===== config.mk =====
export PLATFORM = sky130hd
export DESIGN_NAME = bsmc_top
export DESIGN_NICKNAME = d
export VERILOG_FILES = /design/src/pkg/bsmc_pkg.sv /design/src/bsmc_top.sv
export SDC_FILE = /design/constraint.sdc
export NUM_CORES = 1
export LEC_CHECK = 0
export BUFFER_PORTS_ARGS = -buffer_cell sky130_fd_sc_hd__clkbuf_2
export CAP_MARGIN = 10
export CORE_MARGIN = 10
export CORE_UTILIZATION = 55
export CTS_CLUSTER_DIAMETER = 150
export DETAILED_ROUTE_END_ITERATION = 7
export GPL_TIMING_DRIVEN = 0
export PLACE_DENSITY = 0.89
export SKIP_CTS_REPAIR_TIMING = 1
export SYNTH_ARGS = -nofsm -noshare
export SYNTH_HDL_FRONTEND = slang
export SYNTH_SLANG_ARGS = --single-unit

===== constraint.sdc =====
create_clock -name clk -period 2.75 [get_ports clk]
set_input_delay 0.1375 -clock clk [delete_from_list [all_inputs] [get_ports clk]]
set_output_delay 0.1375 -clock clk [all_outputs]
set_load 0.01 [all_outputs]

===== src/pkg/bsmc_pkg.sv =====
// Purpose: Shared constants and types for the brown-out supply monitor control
// Assumes: 20 MHz system clock, fuse word presented during reset
// Notes:   Functional notes below
// Functional notes
// Threshold, active mode and sleep mode load from fuses during reset.
// Active/idle mode comes only from fuses; software cannot change it.
// Deep-sleep mode starts from fuses; software may rewrite it when unlocked.
// Monitor supports disabled, continuous and sampled operation.
// Supply below threshold with monitor enabled requests a system reset.
// Setting warning enable turns on the early-warning monitor; the code also needs a nonzero warning level field.
// Trigger config field selects falling, rising or either crossing.
// Warning monitor stays off while the brown-out monitor is disabled.
// In sampled mode the warning monitor evaluates only at sample instants.
// Enabling warning always sets flag in either-direction mode; may otherwise.
// Warning level field picks a percentage step above the threshold.
// A configured warning condition sets the warning flag.
// Interrupt request while enable and flag set, until flag cleared.
// Warning interrupt not serviced while the processor is debug-halted.
// Entering standby or power-down uses the deep-sleep mode field.
// Waking from standby or power-down returns to the active mode field.
// Software writes key then protected bits within four instructions.
// Protected write without valid unlock leaves contents unchanged.
// Only deep-sleep mode and sample-rate bit are protected, I/O key.
// Mode code 0 off, 1 continuous, 2 sampled, 3 continuous with stall.
// Trigger code 0 falling, 1 rising, 2 either, others reserved.
// Warning flag updates only while the brown-out monitor is enabled.
// Sample-rate bit 0 gives 128 Hz, 1 gives 32 Hz.
// Comparator outputs are synchronised before use.
// Writing one to the warning flag clears it; zero does nothing.
package bsmc_pkg;
	localparam int unsigned CLK_HZ        = 20000000;
	localparam int unsigned RATE_FAST_HZ  = 128;
	localparam int unsigned RATE_SLOW_HZ  = 32;
	localparam int unsigned PERIOD_FAST   = CLK_HZ / RATE_FAST_HZ;
	localparam int unsigned PERIOD_SLOW   = CLK_HZ / RATE_SLOW_HZ;
	localparam int unsigned SAMPLE_ON_NS  = 1000;
	localparam int unsigned SAMPLE_ON_CYC = (SAMPLE_ON_NS * (CLK_HZ / 1000000) + 999) / 1000;
	localparam int unsigned CNT_W         = 20;

	localparam logic [1:0] MODE_OFF   = 2'h0;
	localparam logic [1:0] MODE_CONT  = 2'h1;
	localparam logic [1:0] MODE_SAMP  = 2'h2;
	localparam logic [1:0] MODE_STALL = 2'h3;

	localparam logic [1:0] TRIG_FALL  = 2'h0;
	localparam logic [1:0] TRIG_RISE  = 2'h1;
	localparam logic [1:0] TRIG_BOTH  = 2'h2;

	localparam logic [1:0] SLEEP_RST  = 2'h0;
	localparam logic [1:0] TRIG_RST   = 2'h0;
	localparam logic [1:0] LEVEL_RST  = 2'h0;
	localparam logic [2:0] THRESH_RST = 3'h0;
	localparam logic [1:0] ACTIVE_RST = 2'h0;

	localparam int unsigned F_SLEEP_LSB  = 0;
	localparam int unsigned F_ACTIVE_LSB = 2;
	localparam int unsigned F_RATE_BIT   = 4;
	localparam int unsigned F_LVL_LSB    = 5;

	typedef struct packed {
		logic [2:0] threshold;
		logic       sample_rate_sel;
		logic [1:0] active_mode;
		logic [1:0] sleep_mode;
	} bsmc_fuse_t;

	typedef struct packed {
		logic       warning_irq_enable;
		logic [1:0] warning_trigger_cfg;
		logic [1:0] warning_level_sel;
	} bsmc_warn_cfg_t;
endpackage


===== src/bsmc_top.sv =====
// Purpose: Mode selection, reset request and warning flag for the supply monitor
// Assumes: Comparators are asynchronous; fuse word stable during reset
// Notes:   Control bits are plain ports, writes are one-cycle strobes
`timescale 1ns/10ps
module bsmc_top (
	input  wire logic                     clk,
	input  wire logic                     rstn,
	input  wire bsmc_pkg::bsmc_fuse_t     monitor_fuse_config,
	input  wire logic                     sleep_deep,
	input  wire logic                     debug_halt,
	input  wire logic                     cmp_below_thresh,
	input  wire logic                     cmp_below_warn,
	input  wire logic                     io_register_key,
	input  wire logic                     ctrl_wr,
	input  wire logic [1:0]               ctrl_sleep_wdata,
	input  wire logic                     ctrl_rate_wdata,
	input  wire logic                     warn_cfg_wr,
	input  wire bsmc_pkg::bsmc_warn_cfg_t warn_cfg_wdata,
	input  wire logic                     flag_clr_wr,
	output logic [2:0]                    threshold_q,
	output logic [1:0]                    active_mode_q,
	output logic [1:0]                    sleep_mode_q,
	output logic                          sample_rate_sel_q,
	output bsmc_pkg::bsmc_warn_cfg_t      warn_cfg_q,
	output logic [1:0]                    monitor_mode_q,
	output logic                          monitor_power_q,
	output logic                          warn_power_q,
	output logic                          stall_wake_q,
	output logic                          sys_reset_req_q,
	output logic                          warning_irq_flag_q,
	output logic                          warning_status_q,
	output logic                          irq_q
);
	localparam int unsigned CNT_W = bsmc_pkg::CNT_W;
	logic              fuse_load_q;
	logic [2:0]        sync_thr_q;
	logic [2:0]        sync_warn_q;
	logic              thr_low_q;
	logic              warn_low_q;
	logic              warn_prev_q;
	logic              warn_valid_q;
	logic [3:0]        unlock_q;
	logic [CNT_W-1:0]  period_cnt_q;
	logic [7:0]        on_cnt_q;
	logic              sample_tick;
	logic              enabled;
	logic              warn_active;
	logic              ie_rise;
	logic              crossing;
	logic [1:0]        mode_d;

	// Fuse load at reset release
	always_ff @(posedge clk or negedge rstn) begin
		if (!rstn) begin
			fuse_load_q <= 1'b1;
		end else begin
			fuse_load_q <= 1'b0;
		end
	end

	// Threshold and active mode, fuse only
	always_ff @(posedge clk or negedge rstn) begin
		if (!rstn) begin
			threshold_q   <= bsmc_pkg::THRESH_RST;
			active_mode_q <= bsmc_pkg::ACTIVE_RST;
		end else if (fuse_load_q) begin
			threshold_q   <= monitor_fuse_config.threshold;
			active_mode_q <= monitor_fuse_config.active_mode;
		end
	end

	// Unlock window counts four cycles after the key
	always_ff @(posedge clk or negedge rstn) begin
		if (!rstn) begin
			unlock_q <= 4'h0;
		end else if (io_register_key) begin
			unlock_q <= 4'h4;
		end else if (unlock_q != 4'h0) begin
			unlock_q <= unlock_q - 4'h1;
		end
	end

	// Protected sleep mode and sample rate
	always_ff @(posedge clk or negedge rstn) begin
		if (!rstn) begin
			sleep_mode_q      <= bsmc_pkg::SLEEP_RST;
			sample_rate_sel_q <= 1'b0;
		end else if (fuse_load_q) begin
			sleep_mode_q      <= monitor_fuse_config.sleep_mode;
			sample_rate_sel_q <= monitor_fuse_config.sample_rate_sel;
		end else if (ctrl_wr && unlock_q != 4'h0) begin
			sleep_mode_q      <= ctrl_sleep_wdata;
			sample_rate_sel_q <= ctrl_rate_wdata;
		end
	end

	// Warning configuration, unprotected
	always_ff @(posedge clk or negedge rstn) begin
		if (!rstn) begin
			warn_cfg_q <= '0;
		end else if (warn_cfg_wr) begin
			warn_cfg_q <= warn_cfg_wdata;
		end
	end

	// Operating mode follows sleep state
	always_comb begin
		mode_d = sleep_deep ? sleep_mode_q : active_mode_q;
		if (sleep_deep && sleep_mode_q == bsmc_pkg::MODE_STALL) begin
			mode_d = bsmc_pkg::MODE_OFF;
		end
	end

	always_ff @(posedge clk or negedge rstn) begin
		if (!rstn) begin
			monitor_mode_q <= bsmc_pkg::MODE_OFF;
			stall_wake_q   <= 1'b0;
		end else begin
			monitor_mode_q <= fuse_load_q ? bsmc_pkg::MODE_OFF : mode_d;
			stall_wake_q   <= !sleep_deep && monitor_mode_q == bsmc_pkg::MODE_OFF &&
				mode_d == bsmc_pkg::MODE_STALL;
		end
	end

	assign enabled = monitor_mode_q != bsmc_pkg::MODE_OFF;

	// Sample period and on-window counters
	always_ff @(posedge clk or negedge rstn) begin
		if (!rstn) begin
			period_cnt_q <= '0;
		end else if (monitor_mode_q != bsmc_pkg::MODE_SAMP || period_cnt_q == '0) begin
			period_cnt_q <= sample_rate_sel_q ? CNT_W'(bsmc_pkg::PERIOD_SLOW - 1) :
				CNT_W'(bsmc_pkg::PERIOD_FAST - 1);
		end else begin
			period_cnt_q <= period_cnt_q - 1'b1;
		end
	end

	always_ff @(posedge clk or negedge rstn) begin
		if (!rstn) begin
			on_cnt_q <= 8'h0;
		end else if (monitor_mode_q == bsmc_pkg::MODE_SAMP && period_cnt_q == '0) begin
			on_cnt_q <= 8'(bsmc_pkg::SAMPLE_ON_CYC + 3);
		end else if (on_cnt_q != 8'h0) begin
			on_cnt_q <= on_cnt_q - 8'h1;
		end
	end

	assign sample_tick = (monitor_mode_q == bsmc_pkg::MODE_SAMP) ? (on_cnt_q == 8'h1) : enabled;

	always_ff @(posedge clk or negedge rstn) begin
		if (!rstn) begin
			monitor_power_q <= 1'b0;
			warn_power_q    <= 1'b0;
		end else begin
			monitor_power_q <= (monitor_mode_q == bsmc_pkg::MODE_SAMP) ? (on_cnt_q > 8'h1) : enabled;
			warn_power_q    <= warn_active && ((monitor_mode_q == bsmc_pkg::MODE_SAMP) ?
				(on_cnt_q > 8'h1) : 1'b1);
		end
	end

	// Comparator synchronisers
	always_ff @(posedge clk or negedge rstn) begin
		if (!rstn) begin
			sync_thr_q  <= 3'h0;
			sync_warn_q <= 3'h0;
		end else begin
			sync_thr_q  <= {sync_thr_q[1:0], cmp_below_thresh};
			sync_warn_q <= {sync_warn_q[1:0], cmp_below_warn};
		end
	end

	always_ff @(posedge clk or negedge rstn) begin
		if (!rstn) begin
			thr_low_q  <= 1'b0;
			warn_low_q <= 1'b0;
		end else begin
			if (sync_thr_q[2] == sync_thr_q[1]) begin
				thr_low_q <= sync_thr_q[2];
			end
			if (sync_warn_q[2] == sync_warn_q[1]) begin
				warn_low_q <= sync_warn_q[2];
			end
		end
	end

	// System reset request
	always_ff @(posedge clk or negedge rstn) begin
		if (!rstn) begin
			sys_reset_req_q <= 1'b0;
		end else begin
			sys_reset_req_q <= enabled && sample_tick && thr_low_q;
		end
	end

	// Warning evaluation
	assign warn_active = enabled && warn_cfg_q.warning_irq_enable &&
		warn_cfg_q.warning_level_sel != 2'h0;

	always_ff @(posedge clk or negedge rstn) begin
		if (!rstn) begin
			warn_prev_q      <= 1'b0;
			warn_valid_q     <= 1'b0;
			warning_status_q <= 1'b0;
		end else if (!warn_active) begin
			warn_valid_q <= 1'b0;
		end else if (sample_tick) begin
			warn_prev_q      <= warn_low_q;
			warn_valid_q     <= 1'b1;
			warning_status_q <= warn_low_q;
		end
	end

	assign ie_rise = warn_active && !warn_valid_q && sample_tick;

	always_comb begin
		case (warn_cfg_q.warning_trigger_cfg)
			bsmc_pkg::TRIG_FALL: crossing = warn_low_q && !warn_prev_q;
			bsmc_pkg::TRIG_RISE: crossing = !warn_low_q && warn_prev_q;
			bsmc_pkg::TRIG_BOTH: crossing = warn_low_q != warn_prev_q;
			default:             crossing = 1'b0;
		endcase
	end

	// Warning flag, set wins over clear
	always_ff @(posedge clk or negedge rstn) begin
		if (!rstn) begin
			warning_irq_flag_q <= 1'b0;
		end else if (enabled && sample_tick && ((warn_valid_q && crossing) ||
			(ie_rise && warn_cfg_q.warning_trigger_cfg == bsmc_pkg::TRIG_BOTH))) begin
			warning_irq_flag_q <= 1'b1;
		end else if (flag_clr_wr) begin
			warning_irq_flag_q <= 1'b0;
		end
	end

	// Interrupt request
	always_ff @(posedge clk or negedge rstn) begin
		if (!rstn) begin
			irq_q <= 1'b0;
		end else begin
			irq_q <= warn_cfg_q.warning_irq_enable && warning_irq_flag_q && !debug_halt;
		end
	end
endmodule


==> After elaboration in Yosys (flattened, before gate mapping) <==
Cells that the tools add are included.
W data, S select, Z words.
{ "op_classes": {"reduce_logical": 38, "n_addsub": 3, "muxes": 21, "order_cmp": 1, "n_eq_ne": 11} }
{ "op_table": {"columns": ["op", "n"], "rows": [
  ["$mux W20", 2],
  ["$logic_not A20 Y1", 1],
  ["$sub A20 B1 Y20 const B", 1],
  ["$logic_and A1 B1 Y1", 19],
  ["$mux W8", 2],
  ["$reduce_bool A2 Y1", 6],
  ["$mux W2", 5],
  ["$mux W1", 9],
  ["$eq A2 B2 Y1 const B", 4],
  ["$eq A8 B1 Y1 const B", 1],
  ["$gt A8 B1 Y1 const B", 1],
  ["$mux W4", 2],
  ["$reduce_bool A8 Y1", 1],
  ["$sub A8 B1 Y8 const B", 1],
  ["$logic_not A1 Y1", 5],
  ["$logic_not A2 Y1", 2],
  ["$ne A2 B2 Y1 const B", 2],
  ["$reduce_bool A4 Y1", 1],
  ["$sub A4 B1 Y4 const B", 1],
  ["$pmux W1 S3", 1],
  ["$eq A1 B1 Y1", 2],
  ["$eq A2 B1 Y1 const B", 1],
  ["$logic_or A1 B1 Y1", 2],
  ["$reduce_and A2 Y1", 1],
  ["$ne A1 B1 Y1", 1]
]} }
{ "word_totals": {"inputBits": 26, "register_bits": 64, "elab_cells": 98, "output_inout_bits": 22} }

==> Depth between registers and ports, before layout <==
Gate-level depths: netlist of run 1.
{ "depth": {"ltp_word": 9, "depth_mapped": 7, "ltp_nobuf": 7} }

==> Least setup slack after synthesis of run 1 <==
No wires, ideal clock.
{ "synth_path": {"path_type": "reg-to-reg", "from": "register period_cnt_q[16]", "to": "register period_cnt_q[1]", "period_less_slack_ps": 2215, "path_buffers": 1, "path_stages_with_launch": 7, "setup_slack_ps": 535, "t_required_ps": 2672, "arrival_time_ps": 2137, "setup_time_ps": 78, "path_cell_list": "dfrtp_1 > or3_1 > or4b_4 > o41ai_4 > and2_1 > buf_6 > o21bai_1"} }
{ "synth_via": {"elab_chain_len": 3} }
{ "synth_rtl": {"columns": ["element", "line_no", "source"], "rows": [
  ["from (decl)", "bsmc_top.sv:43", "logic [CNT_W-1:0] period_cnt_q;"],
  ["from (signal assigned)", "bsmc_top.sv:132", "period_cnt_q <= sample_rate_sel_q ? CNT_W'(bsmc_pkg::PERIOD_SLOW - 1) :"],
  ["from (signal assigned)", "bsmc_top.sv:135", "period_cnt_q <= period_cnt_q - 1'b1;"],
  ["$logic_not A20 Y1", "bsmc_top.sv:131", "end else if (monitor_mode_q != bsmc_pkg::MODE_SAMP || period_cnt_q == '0) begin"],
  ["$logic_or A1 B1 Y1", "bsmc_top.sv:131", null],
  ["$mux W20", "bsmc_top.sv:131", null]
]} }
Every way passes these cells.
A chain may end at the register's enable or synchronous reset.

==> Final worst setup path of run 1 <==
Same ends and word-level chain as after synthesis.

==> impl_results.md, run 1 <==
- Worst vdd ir: 0.4467 mV
- Worst setup path class: register to register
- Hold Path Stages: 2
- DR WL met3: around 460 um
- Layout Nets: 350
- Post-Syn Area: 2903 um^2
- CP Data Required Time: 3.01 ns
- Startpoint types: register
- Post-Route Utilization: 0.6781
- #FFs+latches synth: 64
- Worst-path cell chain: or3_1 > or4b_4 > o41ai_4 > and2_1 > buf_6 > o21bai_1
- N_diodes: 0
- Fraction of registers with async set/reset: 1.000
- Tmin final: 2.448 ns
- Clock-pin slew on the worst setup and hold paths: 0.08 ns
- CP max FO: 7
- Worst Hold Slack: -0.004233 ns
- Main combinational cell family by area after synthesis: simple AND/OR/NAND/NOR gates
- Final setup violation count: 0
- Main synth FF type: dfrtp_1
- Actual slew at the worst max-slew pin: between 0.8 and 0.9 ns
- H-Tree Depth: 3
- Layout cells sized above 1: 0.2648
- Pwr dens: between 600 and 700 nW/um^2
- Initial DRC count: 193
- Vias in the first global route: 2280
- Initial antenna violation count: 0
- Die width: 92.65 um
- Site row count: 26
- Seq/Total Area, Yosys: 0.5522
- First-pass GRT wire length: 10.49 mm
- Mean area per synthesized cell: between 10 and 15 um^2
- Final Wtd Congestion: 0.8012
- CTS tree: built
- Final WL: 6.041 mm
- Period utilisation layout: 0.8900
- Vias per cell: 5.471
- Wl on met1: 2.547 mm
- Mux share of post-synthesis cell area: 0.04526
- Worst path slowest cell: or4b_4
- Via Count: about 2100
- Area grow syn2layout: 19.31%
- EDFF count, synth: 0
- RSZ-0062 raised after global routing: no
- DR WL/cell: ~15 um
- Total power: between 2 and 2.5 mW
- I/O pin total: 48
- DRT antenna net count: 0
- Clk root buf: clkbuf_8
- GRT overflow: 0
- Compound-Gate Fraction of Synth Area: 0.09914
- Skew final: 0.008574 ns
- Drc violations: 0
- CTS max path bufs: 2
- Final critical-path setup slack: 0.3024 ns
- Reg2Reg Depth: 6
- Initial Util: 0.5683
- Synth Area in Adders: 0.04138
- Cts bufs inserted: 9
- Pre-CTS worst setup slack: 0.3122 ns
- Arrival @ worst endpoint: 2.71 ns
- I/O Buffers: 47
- Status: complete, but fails checks
- Mapped Cells: 254
- Slowest Stage Delay on Critical Path: around 0.57 ns
- Xor and xnor area share after synthesis: 0.07241
- GRT Util Overall: 0.1497
- Die Outline Area: 8584 um^2
- Syn nets: roughly 290
- Metal2 WL: 2.960 mm
- Synth warn: 0
- Worst-Skew Late Latency: 0.34 ns
- Final hold violations: 1
- Worst setup EP type: register
- Hold Crit Class: input pin to register
- Max-cap violations: 0
- Slew Viols, Final: 0
- Failing checks: negative hold slack
- CTS Sinks: 64
- Post-DP HPWL: 4.295 mm
- Unique masters post-synth: 44
- Setup TNS: 0 ns
- Max-slew headroom: 0.4549
- Fillers: 352
- Largest net degree at the start of global routing: 65
- Highest Signal Layer: met4
- Simple-Gate Fraction of Synth Area: 0.1582
- Max frequency: 408.6 MHz
- Core area: 5107 um^2
- Die H: 92.65 um
- Leak: between 1.5 and 2 nW
- First drt pass iteration count: 4
path summary, 6_finish.rpt:
path	start	endpoint	slack, ns
worst max-delay path	period_cnt_q[16]$_DFF_PN0_	period_cnt_q[1]$_DFF_PN0_	0.30
worst min-delay path	flag_clr_wr	warning_irq_flag_q$_DFFE_PN0P_	-0.004
worst max register to register	period_cnt_q[16]$_DFF_PN0_	period_cnt_q[1]$_DFF_PN0_	0.30
worst min register to register	sync_warn_q[0]$_DFF_PN0_	sync_warn_q[1]$_DFF_PN0_	0.35
max in group asynchronous	rstn	sleep_mode_q[0]$_DFFE_PN0P_	1.76
min in group asynchronous	rstn	period_cnt_q[8]$_DFF_PN0_	0.46
per-layer routing:
layer  track usage  up-vias
met5             0        -
met4       0.06427        0
met3       0.05892       11
met2        0.2394       67
met1        0.1753     1051
li1              -     1010
where the power goes:
part / internal, mW / leakage, nW / switching, mW / total, mW
logic: 0.194 / 0.670 / 0.222 / 0.416
registers: 1.06 / 0.790 / 0.114 / 1.17
clock network: 0.417 / 0.0916 / 0.374 / 0.791
state kept, by name (all words and copies together), names as in the netlist, 2 cells and up:
| name | flops |
|---|---|
| unlock_q | 4 |
| sync_warn_q | 3 |
| sync_thr_q | 3 |
| on_cnt_q | 8 |
| monitor_mode_q | 2 |
| active_mode_q | 2 |
| warn_cfg_q | 5 |
| sleep_mode_q | 2 |
| threshold_q | 3 |
| period_cnt_q | 20 |
cell usage after synthesis, types with 8 or more instances:
cell / instances / share of area
a21oi_1: 18 / 0.031
ha_1: 8 / 0.034
inv_1: 12 / 0.016
nor2_1: 23 / 0.030
o21ai_0: 8 / 0.014
xor2_1: 9 / 0.027
nand2_1: 16 / 0.021
dfrtp_1: 63 / 0.54
nor4_1: 8 / 0.017
xnor2_1: 15 / 0.045
mux2_2: 9 / 0.035
cells by family after synthesis:
| logic type | after synthesis |
|---|---|
| fa+ha+maj | 10 |
| other cells | 1 |
| simple gates | 84 |
| flops | 64 |
| xor+xnor | 24 |
| buf+inv | 17 |
| mux | 12 |
| compound gates | 42 |
cell type report:
type | instances | area (um^2) | share of cell area
tap | 70 | 87.58 | 0.02529
buffer | 5 | 42.54 | 0.01228
multi-input combinational | 173 | 1212 | 0.3501
clock buffer | 9 | 123.9 | 0.03577
sequential | 64 | 1603 | 0.4628
inverter | 12 | 45.04 | 0.01301
timing repair buffer | 51 | 277.8 | 0.08020
clock inverter | 7 | 71.32 | 0.02059
worst max-delay path: cells and delay by family (launching register included):
kind | cells | cell delay (ns)
flip-flops | 1 | 0.41
AO/OA/AOI/OAI | 2 | 0.63
AND/OR/NAND/NOR | 3 | 1.19
buffers and inverters | 1 | 0.14
through the flow:
stage          instances  cell area, um^2
2_1_floorplan        254             2903
3_3_place_gp         371             3226
3_5_place_dp         371             3228
4_1_cts              387             3423
5_1_grt              391             3463
6_report             391             3463
layout by cell type, fill, tap and decap left out, types with 2 or more instances in the layout:
cell	synthesis	layout
a31oi_1	2	2
xor2_1	9	9
dfrtp_1	63	63
nand2b_1	2	2
xnor2_1	15	15
nand3b_1	5	5
a311oi_1	2	2
o31ai_1	2	2
o21ai_0	8	8
clkbuf_2	0	46
mux2i_1	3	3
dlygate4sd3_1	0	4
nor2b_1	3	3
or3_1	5	5
maj3_1	2	2
a21oi_1	18	18
clkbuf_8	0	9
clkinv_2	0	2
or4_1	5	5
clkinvlp_4	0	3
nor3_1	4	4
and2_1	3	3
nand2_1	16	16
nor2_1	23	23
nand3_1	3	3
ha_1	8	8
nor4_1	8	8
a21oi_2	2	2
o21bai_1	2	2
buf_6	3	3
inv_1	12	12
mux2_2	9	9
No activity file was read; power rests on OpenSTA's default activity.
==> run 2, diff against run 1 <==
--- a/config.mk
+++ b/config.mk
@@ -7,12 +7,14 @@
 export LEC_CHECK = 0
 export BUFFER_PORTS_ARGS = -buffer_cell sky130_fd_sc_hd__clkbuf_2
 export CAP_MARGIN = 10
+export CORE_ASPECT_RATIO = 1.1
 export CORE_MARGIN = 10
 export CORE_UTILIZATION = 55
 export CTS_CLUSTER_DIAMETER = 150
 export DETAILED_ROUTE_END_ITERATION = 7
 export GPL_TIMING_DRIVEN = 0
 export PLACE_DENSITY = 0.89
+export REMOVE_ABC_BUFFERS = 1
 export SKIP_CTS_REPAIR_TIMING = 1
 export SYNTH_ARGS = -nofsm -noshare
 export SYNTH_HDL_FRONTEND = slang
==> impl_results.md, run 2 (synthesized netlist as in run 1, its figures left out) <==
- Arrival @ worst endpoint: 2.88 ns (+0.17 ns)
- N_diodes: 0 (unchanged)
- Slowest Stage Delay on Critical Path: 0.57 ns (about the same)
- Core area: 5067 um^2 (-0.78%)
- Largest net degree at the start of global routing: 65 (unchanged)
- Initial DRC count: 90 (-53%)
- CP Data Required Time: 3.02 ns (about the same)
- Die Outline Area: 8587 um^2 (about the same)
- R2r endpoint: period_cnt_q[1]$_DFF_PN0_
- Status: complete, no violations
- DRT antenna net count: 0 (unchanged)
- Post-DP HPWL: 4.364 mm (+1.6%)
- Site row count: 27 (+3.8%)
- CTS Sinks: 64 (unchanged)
- Clock-pin slew on the worst setup and hold paths: 0.06 ns (-0.02 ns)
- Final Wtd Congestion: 0.8366 (+4.4%)
- RSZ-0062 raised after global routing: no
- Area grow syn2layout: 18.53%
- Hold path startpoint: flag_clr_wr
- GRT overflow: 0 (unchanged)
- Hold Path Stages: 2 (unchanged)
- Initial antenna violation count: 0 (unchanged)
- Worst-path cell chain: or3_1 > or4b_4 > o41ai_4 > and2_1 > o21bai_1
- GRT Util Overall: 0.1575 (+0.007864)
- Layout Nets: 346 (-1.1%)
- Hold Crit Class: input pin to register
- WP buf/inv: 0 (-1)
- Period utilisation layout: 0.9493 (+0.05923)
- Max-cap violations: 0 (unchanged)
- Final WL: 6.164 mm (+2.0%)
- Vias in the first global route: 2164 (-5.1%)
- R2r setup slk: 0.14 ns (-0.16 ns)
- CTS max path bufs: 2 (unchanged)
- Pre-CTS worst setup slack: 0.2076 ns (-0.1046 ns)
- Initial Util: 0.5728 (+0.004491)
- Final hold violations: 0 (-1)
- Setup TNS: 0 ns (unchanged)
- CP delay by family, top: simple AND/OR/NAND/NOR gates
- Seq. cell area: 1603 um^2 (unchanged)
- Most flops, register: period_cnt_q
- Fillers: 365 (+3.7%)
- Pwr dens: 721.3 nW/um^2 (+4.9%)
- Worst path slowest cell: or4b_4
- DR WL/cell: 16.48 um (+6.7%)
- I/O pin total: 48 (unchanged)
- CTS tree: built
- Worst setup EP type: register
- Die width: 89.27 um (-3.7%)
- Worst setup path class: register to register
- Clk root buf: clkbuf_8
- Slew Viols, Final: 0 (unchanged)
- Actual slew at the worst max-slew pin: 0.8375 ns (+0.01988 ns)
- Reg2Reg Depth: 5 (-1)
- Via Count: 2076 (-2.9%)
- CP max FO: 7 (unchanged)
- Layout cells sized above 1: 0.2500 (-0.01480)
- Worst-Skew Late Latency: 0.35 ns (about the same)
- Skew final: 0.006659 ns (-0.001915 ns)
- Startpoint types: register
- WHS Endpoint: warning_irq_flag_q$_DFFE_PN0P_
- H-Tree Depth: 3 (unchanged)
- Max frequency: 383.1 MHz (-6.2%)
- Final setup violation count: 0 (unchanged)
- Largest register FFs: 20 (unchanged)
- Tmin final: 2.610 ns (+0.1629 ns)
- Leak: 1.555 nW (+0.21%)
- Cts bufs inserted: 9 (unchanged)
- Most frequent cells in the layout: 63 x dfrtp_1, 46 x clkbuf_2, 23 x nor2_1
- Most common cell after layout, fill and taps aside: dfrtp_1
- Max-slew headroom: 0.4416 (-0.01326)
- Die H: 96.20 um (+3.8%)
- Worst vdd ir: 0.4594 mV (+2.8%)
- I/O Buffers: 47 (unchanged)
- Vias per cell: 5.551 (+1.5%)
- First-pass GRT wire length: 10.32 mm (-1.6%)
- Footprint of the multi-input gates: 1212 um^2 (unchanged)
- First drt pass iteration count: 4 (unchanged)
- Final critical-path setup slack: 0.1395 ns (-0.1629 ns)
- Biggest regs: period_cnt_q x20, on_cnt_q x8, warn_cfg_q x5
- Drc violations: 0 (unchanged)
- RR Startpoint: period_cnt_q[16]$_DFF_PN0_
run 2: worst register-to-register path, stage by stage (launching register included):
cell and delay (ns):
dfrtp_1 0.43, or3_1 0.43, or4b_4 0.57, o41ai_4 0.55
and2_1 0.39, o21bai_1 0.16
run 2: power breakdown:
group	internal (mW)	switching (mW)
combinational	0.186	0.220
clock	0.554	0.347
sequential	1.06	0.115
total	1.80	0.682
run 2: per-layer routing:
metal	up-vias	wire length [um]	global-route usage
met2	38	3179	0.2635
met1	1024	2517	0.1753
met4	0	116	0.06631
met5	-	0	0
li1	1002	-	-
met3	12	350	0.06086
run 2: layout make-up:
| type | count | area share |
|---|---|---|
| clock inverters | 3 | 0.01891 |
| repair buffers | 52 | 0.08364 |
| multi-input cells | 173 | 0.3524 |
| inverters | 12 | 0.01309 |
| flip-flops and latches | 64 | 0.4658 |
| clock buffers | 12 | 0.04509 |
| well taps | 58 | 0.02109 |
run 2: worst max-delay path by stage:
stage          slack (ns)                        from  cells after the start                   endpoint
6_report             0.14  period_cnt_q[16]$_DFF_PN0_                      5  period_cnt_q[1]$_DFF_PN0_
5_1_grt              0.04  period_cnt_q[16]$_DFF_PN0_                      5  period_cnt_q[1]$_DFF_PN0_
4_1_cts              0.18  period_cnt_q[16]$_DFF_PN0_                      5  period_cnt_q[1]$_DFF_PN0_
3_5_place_dp         0.21  period_cnt_q[16]$_DFF_PN0_                      5  period_cnt_q[1]$_DFF_PN0_
3_3_place_gp         0.25  period_cnt_q[16]$_DFF_PN0_                      5  period_cnt_q[1]$_DFF_PN0_
2_1_floorplan        0.51  period_cnt_q[16]$_DFF_PN0_                      5  period_cnt_q[1]$_DFF_PN0_
run 2: metrics by stage:
stage	utilization	hold slack (ns)	instances	instance area, um^2	total power, mW
final	0.6790	0.008463	374	3441	2.482
after global routing	0.6790	0.01044	374	3441	2.612
after CTS	0.6691	-0.1184	369	3391	2.496
after detailed placement	0.6257	0.2472	354	3171	1.591
after global placement	0.6252	0.2484	354	3168	1.558
after floorplan	-	-0.1581	249	2860	1.427
==> run 3, diff against run 2 <==
--- a/config.mk
+++ b/config.mk
@@ -13,6 +13,7 @@
 export CTS_CLUSTER_DIAMETER = 150
 export DETAILED_ROUTE_END_ITERATION = 7
 export GPL_TIMING_DRIVEN = 0
+export HOLD_SLACK_MARGIN = 0.15
 export PLACE_DENSITY = 0.89
 export REMOVE_ABC_BUFFERS = 1
 export SKIP_CTS_REPAIR_TIMING = 1
==> constraint.sdc (replaced) <==
create_clock -name clk -period 2.6 [get_ports clk]
set_input_delay 0.13 -clock clk [delete_from_list [all_inputs] [get_ports clk]]
set_output_delay 0.13 -clock clk [all_outputs]
set_load 0.01 [all_outputs]
==> impl_results.md, run 3 (synthesized netlist as in run 1, its figures left out) <==
- Status: complete, no violations
- CP max FO: 16 (+9)
- Leak: 1.655 nW (+6.4%)
- Final hold violations: 0 (unchanged)
- CTS tree: built
- Slowest Stage Delay on Critical Path: 0.60 ns (+0.03 ns)
- Initial Util: 0.5728 (unchanged)
- Initial DRC count: 132 (+47%)
- I/O pin total: 48 (unchanged)
- Worst-Skew Late Latency: 0.35 ns (about the same)
- Clk root buf: clkbuf_8
- Worst path slowest cell: o41a_4
- Die width: 89.27 um (unchanged)
- Arrival @ worst endpoint: 2.69 ns (-0.19 ns)
- WHS Endpoint: sleep_mode_q[0]$_DFFE_PN0P_
- I/O Buffers: 47 (unchanged)
- Max frequency: 403.1 MHz (+5.2%)
- Clock Power Share: 0.358 (-0.005)
- Layout cells sized above 1: 0.2353 (-0.01471)
- Final Wtd Congestion: 0.8366 (unchanged)
- Most common cell after layout, fill and taps aside: dfrtp_1
- Largest register FFs: 20 (unchanged)
- Fin cells: 398 (+6.4%)
- GRT Util Overall: 0.1575 (unchanged)
- Area grow syn2layout: 26.85%
- First drt pass iteration count: 4 (unchanged)
- H-Tree Depth: 3 (unchanged)
- Hold Crit Class: input pin to register
- Pwr dens: 724.4 nW/um^2 (+0.43%)
- CTS max path bufs: 2 (unchanged)
- NetSw: 0.7341 mW (+7.6%)
- Tmin final: 2.481 ns (-0.1294 ns)
- Post-DP HPWL: 4.364 mm (unchanged)
- Worst setup path class: register to register
- Skew final: 0.006444 ns (-0.0002154 ns)
- Most flops, register: period_cnt_q
- CP delay by family, top: simple AND/OR/NAND/NOR gates
- Cts bufs inserted: 9 (unchanged)
- Max-cap violations: 0 (unchanged)
- Reg2Reg Depth: 5 (unchanged)
- WP buf/inv: 0 (unchanged)
- Final setup violation count: 0 (unchanged)
- R2r endpoint: period_cnt_q[8]$_DFF_PN0_
- Placed insts: 354 (unchanged)
- RR Startpoint: period_cnt_q[16]$_DFF_PN0_
- Pint: 1.933 mW (+7.4%)
- Largest net degree at the start of global routing: 65 (unchanged)
- Sequential share of power: 0.467 (-0.007)
- Sw frac: 0.2752 (+0.0003035)
- Hold path startpoint: ctrl_wr
- Worst vdd ir: 0.4910 mV (+6.9%)
- N_diodes: 0 (unchanged)
- Worst setup EP type: register
- Fillers: 319 (-13%)
- Die H: 96.20 um (unchanged)
- Layout Nets: 370 (+6.9%)
- CP Data Required Time: 2.81 ns (-0.21 ns)
- Max-slew headroom: 0.4431 (+0.001446)
- Most frequent cells in the layout: 63 x dfrtp_1, 46 x clkbuf_2, 29 x dlygate4sd3_1
- Core area: 5067 um^2 (unchanged)
- Vias per cell: 5.515 (-0.64%)
- Site row count: 27 (unchanged)
- Drc violations: 0 (unchanged)
- Clock-pin slew on the worst setup and hold paths: 0.07 ns (about the same)
- Footprint of the multi-input gates: 1214 um^2 (+0.10%)
- Startpoint types: register
- First-pass GRT wire length: 10.32 mm (unchanged)
- Actual slew at the worst max-slew pin: 0.8354 ns (-0.002170 ns)
- Slew Viols, Final: 0 (unchanged)
- Period utilisation layout: 0.9542 (+0.004989)
- Combinational share of power: 0.175 (+0.012)
- RSZ-0062 raised after global routing: no
- DR WL/cell: 16.49 um (about the same)
- Via Count: 2195 (+5.7%)
- Hold Path Stages: 4 (+2)
- Initial antenna violation count: 0 (unchanged)
- DRT antenna net count: 0 (unchanged)
- Worst-path cell chain: or3_1 > or4b_4 > o41a_4 > nor2_4 > a21oi_1
- Die Outline Area: 8587 um^2 (unchanged)
- Vias in the first global route: 2164 (unchanged)
- CTS Sinks: 64 (unchanged)
- Seq. cell area: 1603 um^2 (unchanged)
- Worst Hold Slack: 0.1818 ns (+0.1734 ns)
- GRT overflow: 0 (unchanged)
- Biggest regs: period_cnt_q x20, on_cnt_q x8, warn_cfg_q x5
- Setup TNS: 0 ns (unchanged)
- Final WL: 6.562 mm (+6.5%)
- R2r setup slk: 0.12 ns (-0.02 ns)
## run 3: cell types whose count changed in the layout (fill, tap and decap cells not counted)
cell and change:
dlygate4sd3_1 +24, and2_2 +1, and2_1 -1
## run 3: layer usage
layer | global-route usage | wire (um) | up-vias
li1 | - | - | 1049
met1 | 0.1753 | 2636 | 1082
met2 | 0.2635 | 3391 | 54
met3 | 0.06086 | 430 | 10
met4 | 0.06631 | 103 | 0
met5 | 0 | 0 | -
## run 3: area by class of cell
type | instances | area share
sequential | 64 | 0.4353
timing repair buffer | 76 | 0.1434
tap | 58 | 0.01971
multi-input combinational | 173 | 0.3296
clock buffer | 12 | 0.04213
clock inverter | 3 | 0.01767
inverter | 12 | 0.01223
## run 3: power by group through the flow
stage                     logic (mW)  clock network [mW]  registers, mW
after floorplan                0.257                   0           1.25
after global placement         0.400                   0           1.25
after detailed placement       0.422                   0           1.26
after CTS                      0.429               0.969           1.24
after global routing           0.525                1.01           1.26
final                          0.467               0.955           1.24
## run 3: worst min-delay path, stage by stage
cell	delay [ns]
clkbuf_2	0.08
a21oi_1	0.12
nand2_1	0.09
o21ai_0	0.06
## run 3: worst max path at each step
stage / from / end / slack (ns) / depth (start not counted)
after global routing: period_cnt_q[16]$_DFF_PN0_ / period_cnt_q[1]$_DFF_PN0_ / 0.03 / 5
after CTS: period_cnt_q[16]$_DFF_PN0_ / period_cnt_q[1]$_DFF_PN0_ / 0.03 / 5
after detailed placement: period_cnt_q[16]$_DFF_PN0_ / period_cnt_q[1]$_DFF_PN0_ / 0.06 / 5
final: period_cnt_q[16]$_DFF_PN0_ / period_cnt_q[8]$_DFF_PN0_ / 0.12 / 5
after global placement: period_cnt_q[16]$_DFF_PN0_ / period_cnt_q[1]$_DFF_PN0_ / 0.1 / 5
after floorplan: period_cnt_q[16]$_DFF_PN0_ / period_cnt_q[1]$_DFF_PN0_ / 0.36 / 5
## run 3: per-stage QoR
| stage | total power [mW] | setup WS (ns) | cell area, um^2 | util |
|---|---|---|---|---|
| 2_1_floorplan | 1.509 | 0.3634 | 2860 | - |
| 3_3_place_gp | 1.648 | 0.09975 | 3168 | 0.6252 |
| 3_5_place_dp | 1.682 | 0.05763 | 3171 | 0.6257 |
| 4_1_cts | 2.640 | 0.02591 | 3391 | 0.6691 |
| 5_1_grt | 2.800 | 0.03091 | 3682 | 0.7267 |
| 6_report | 2.667 | 0.1190 | 3682 | 0.7267 |
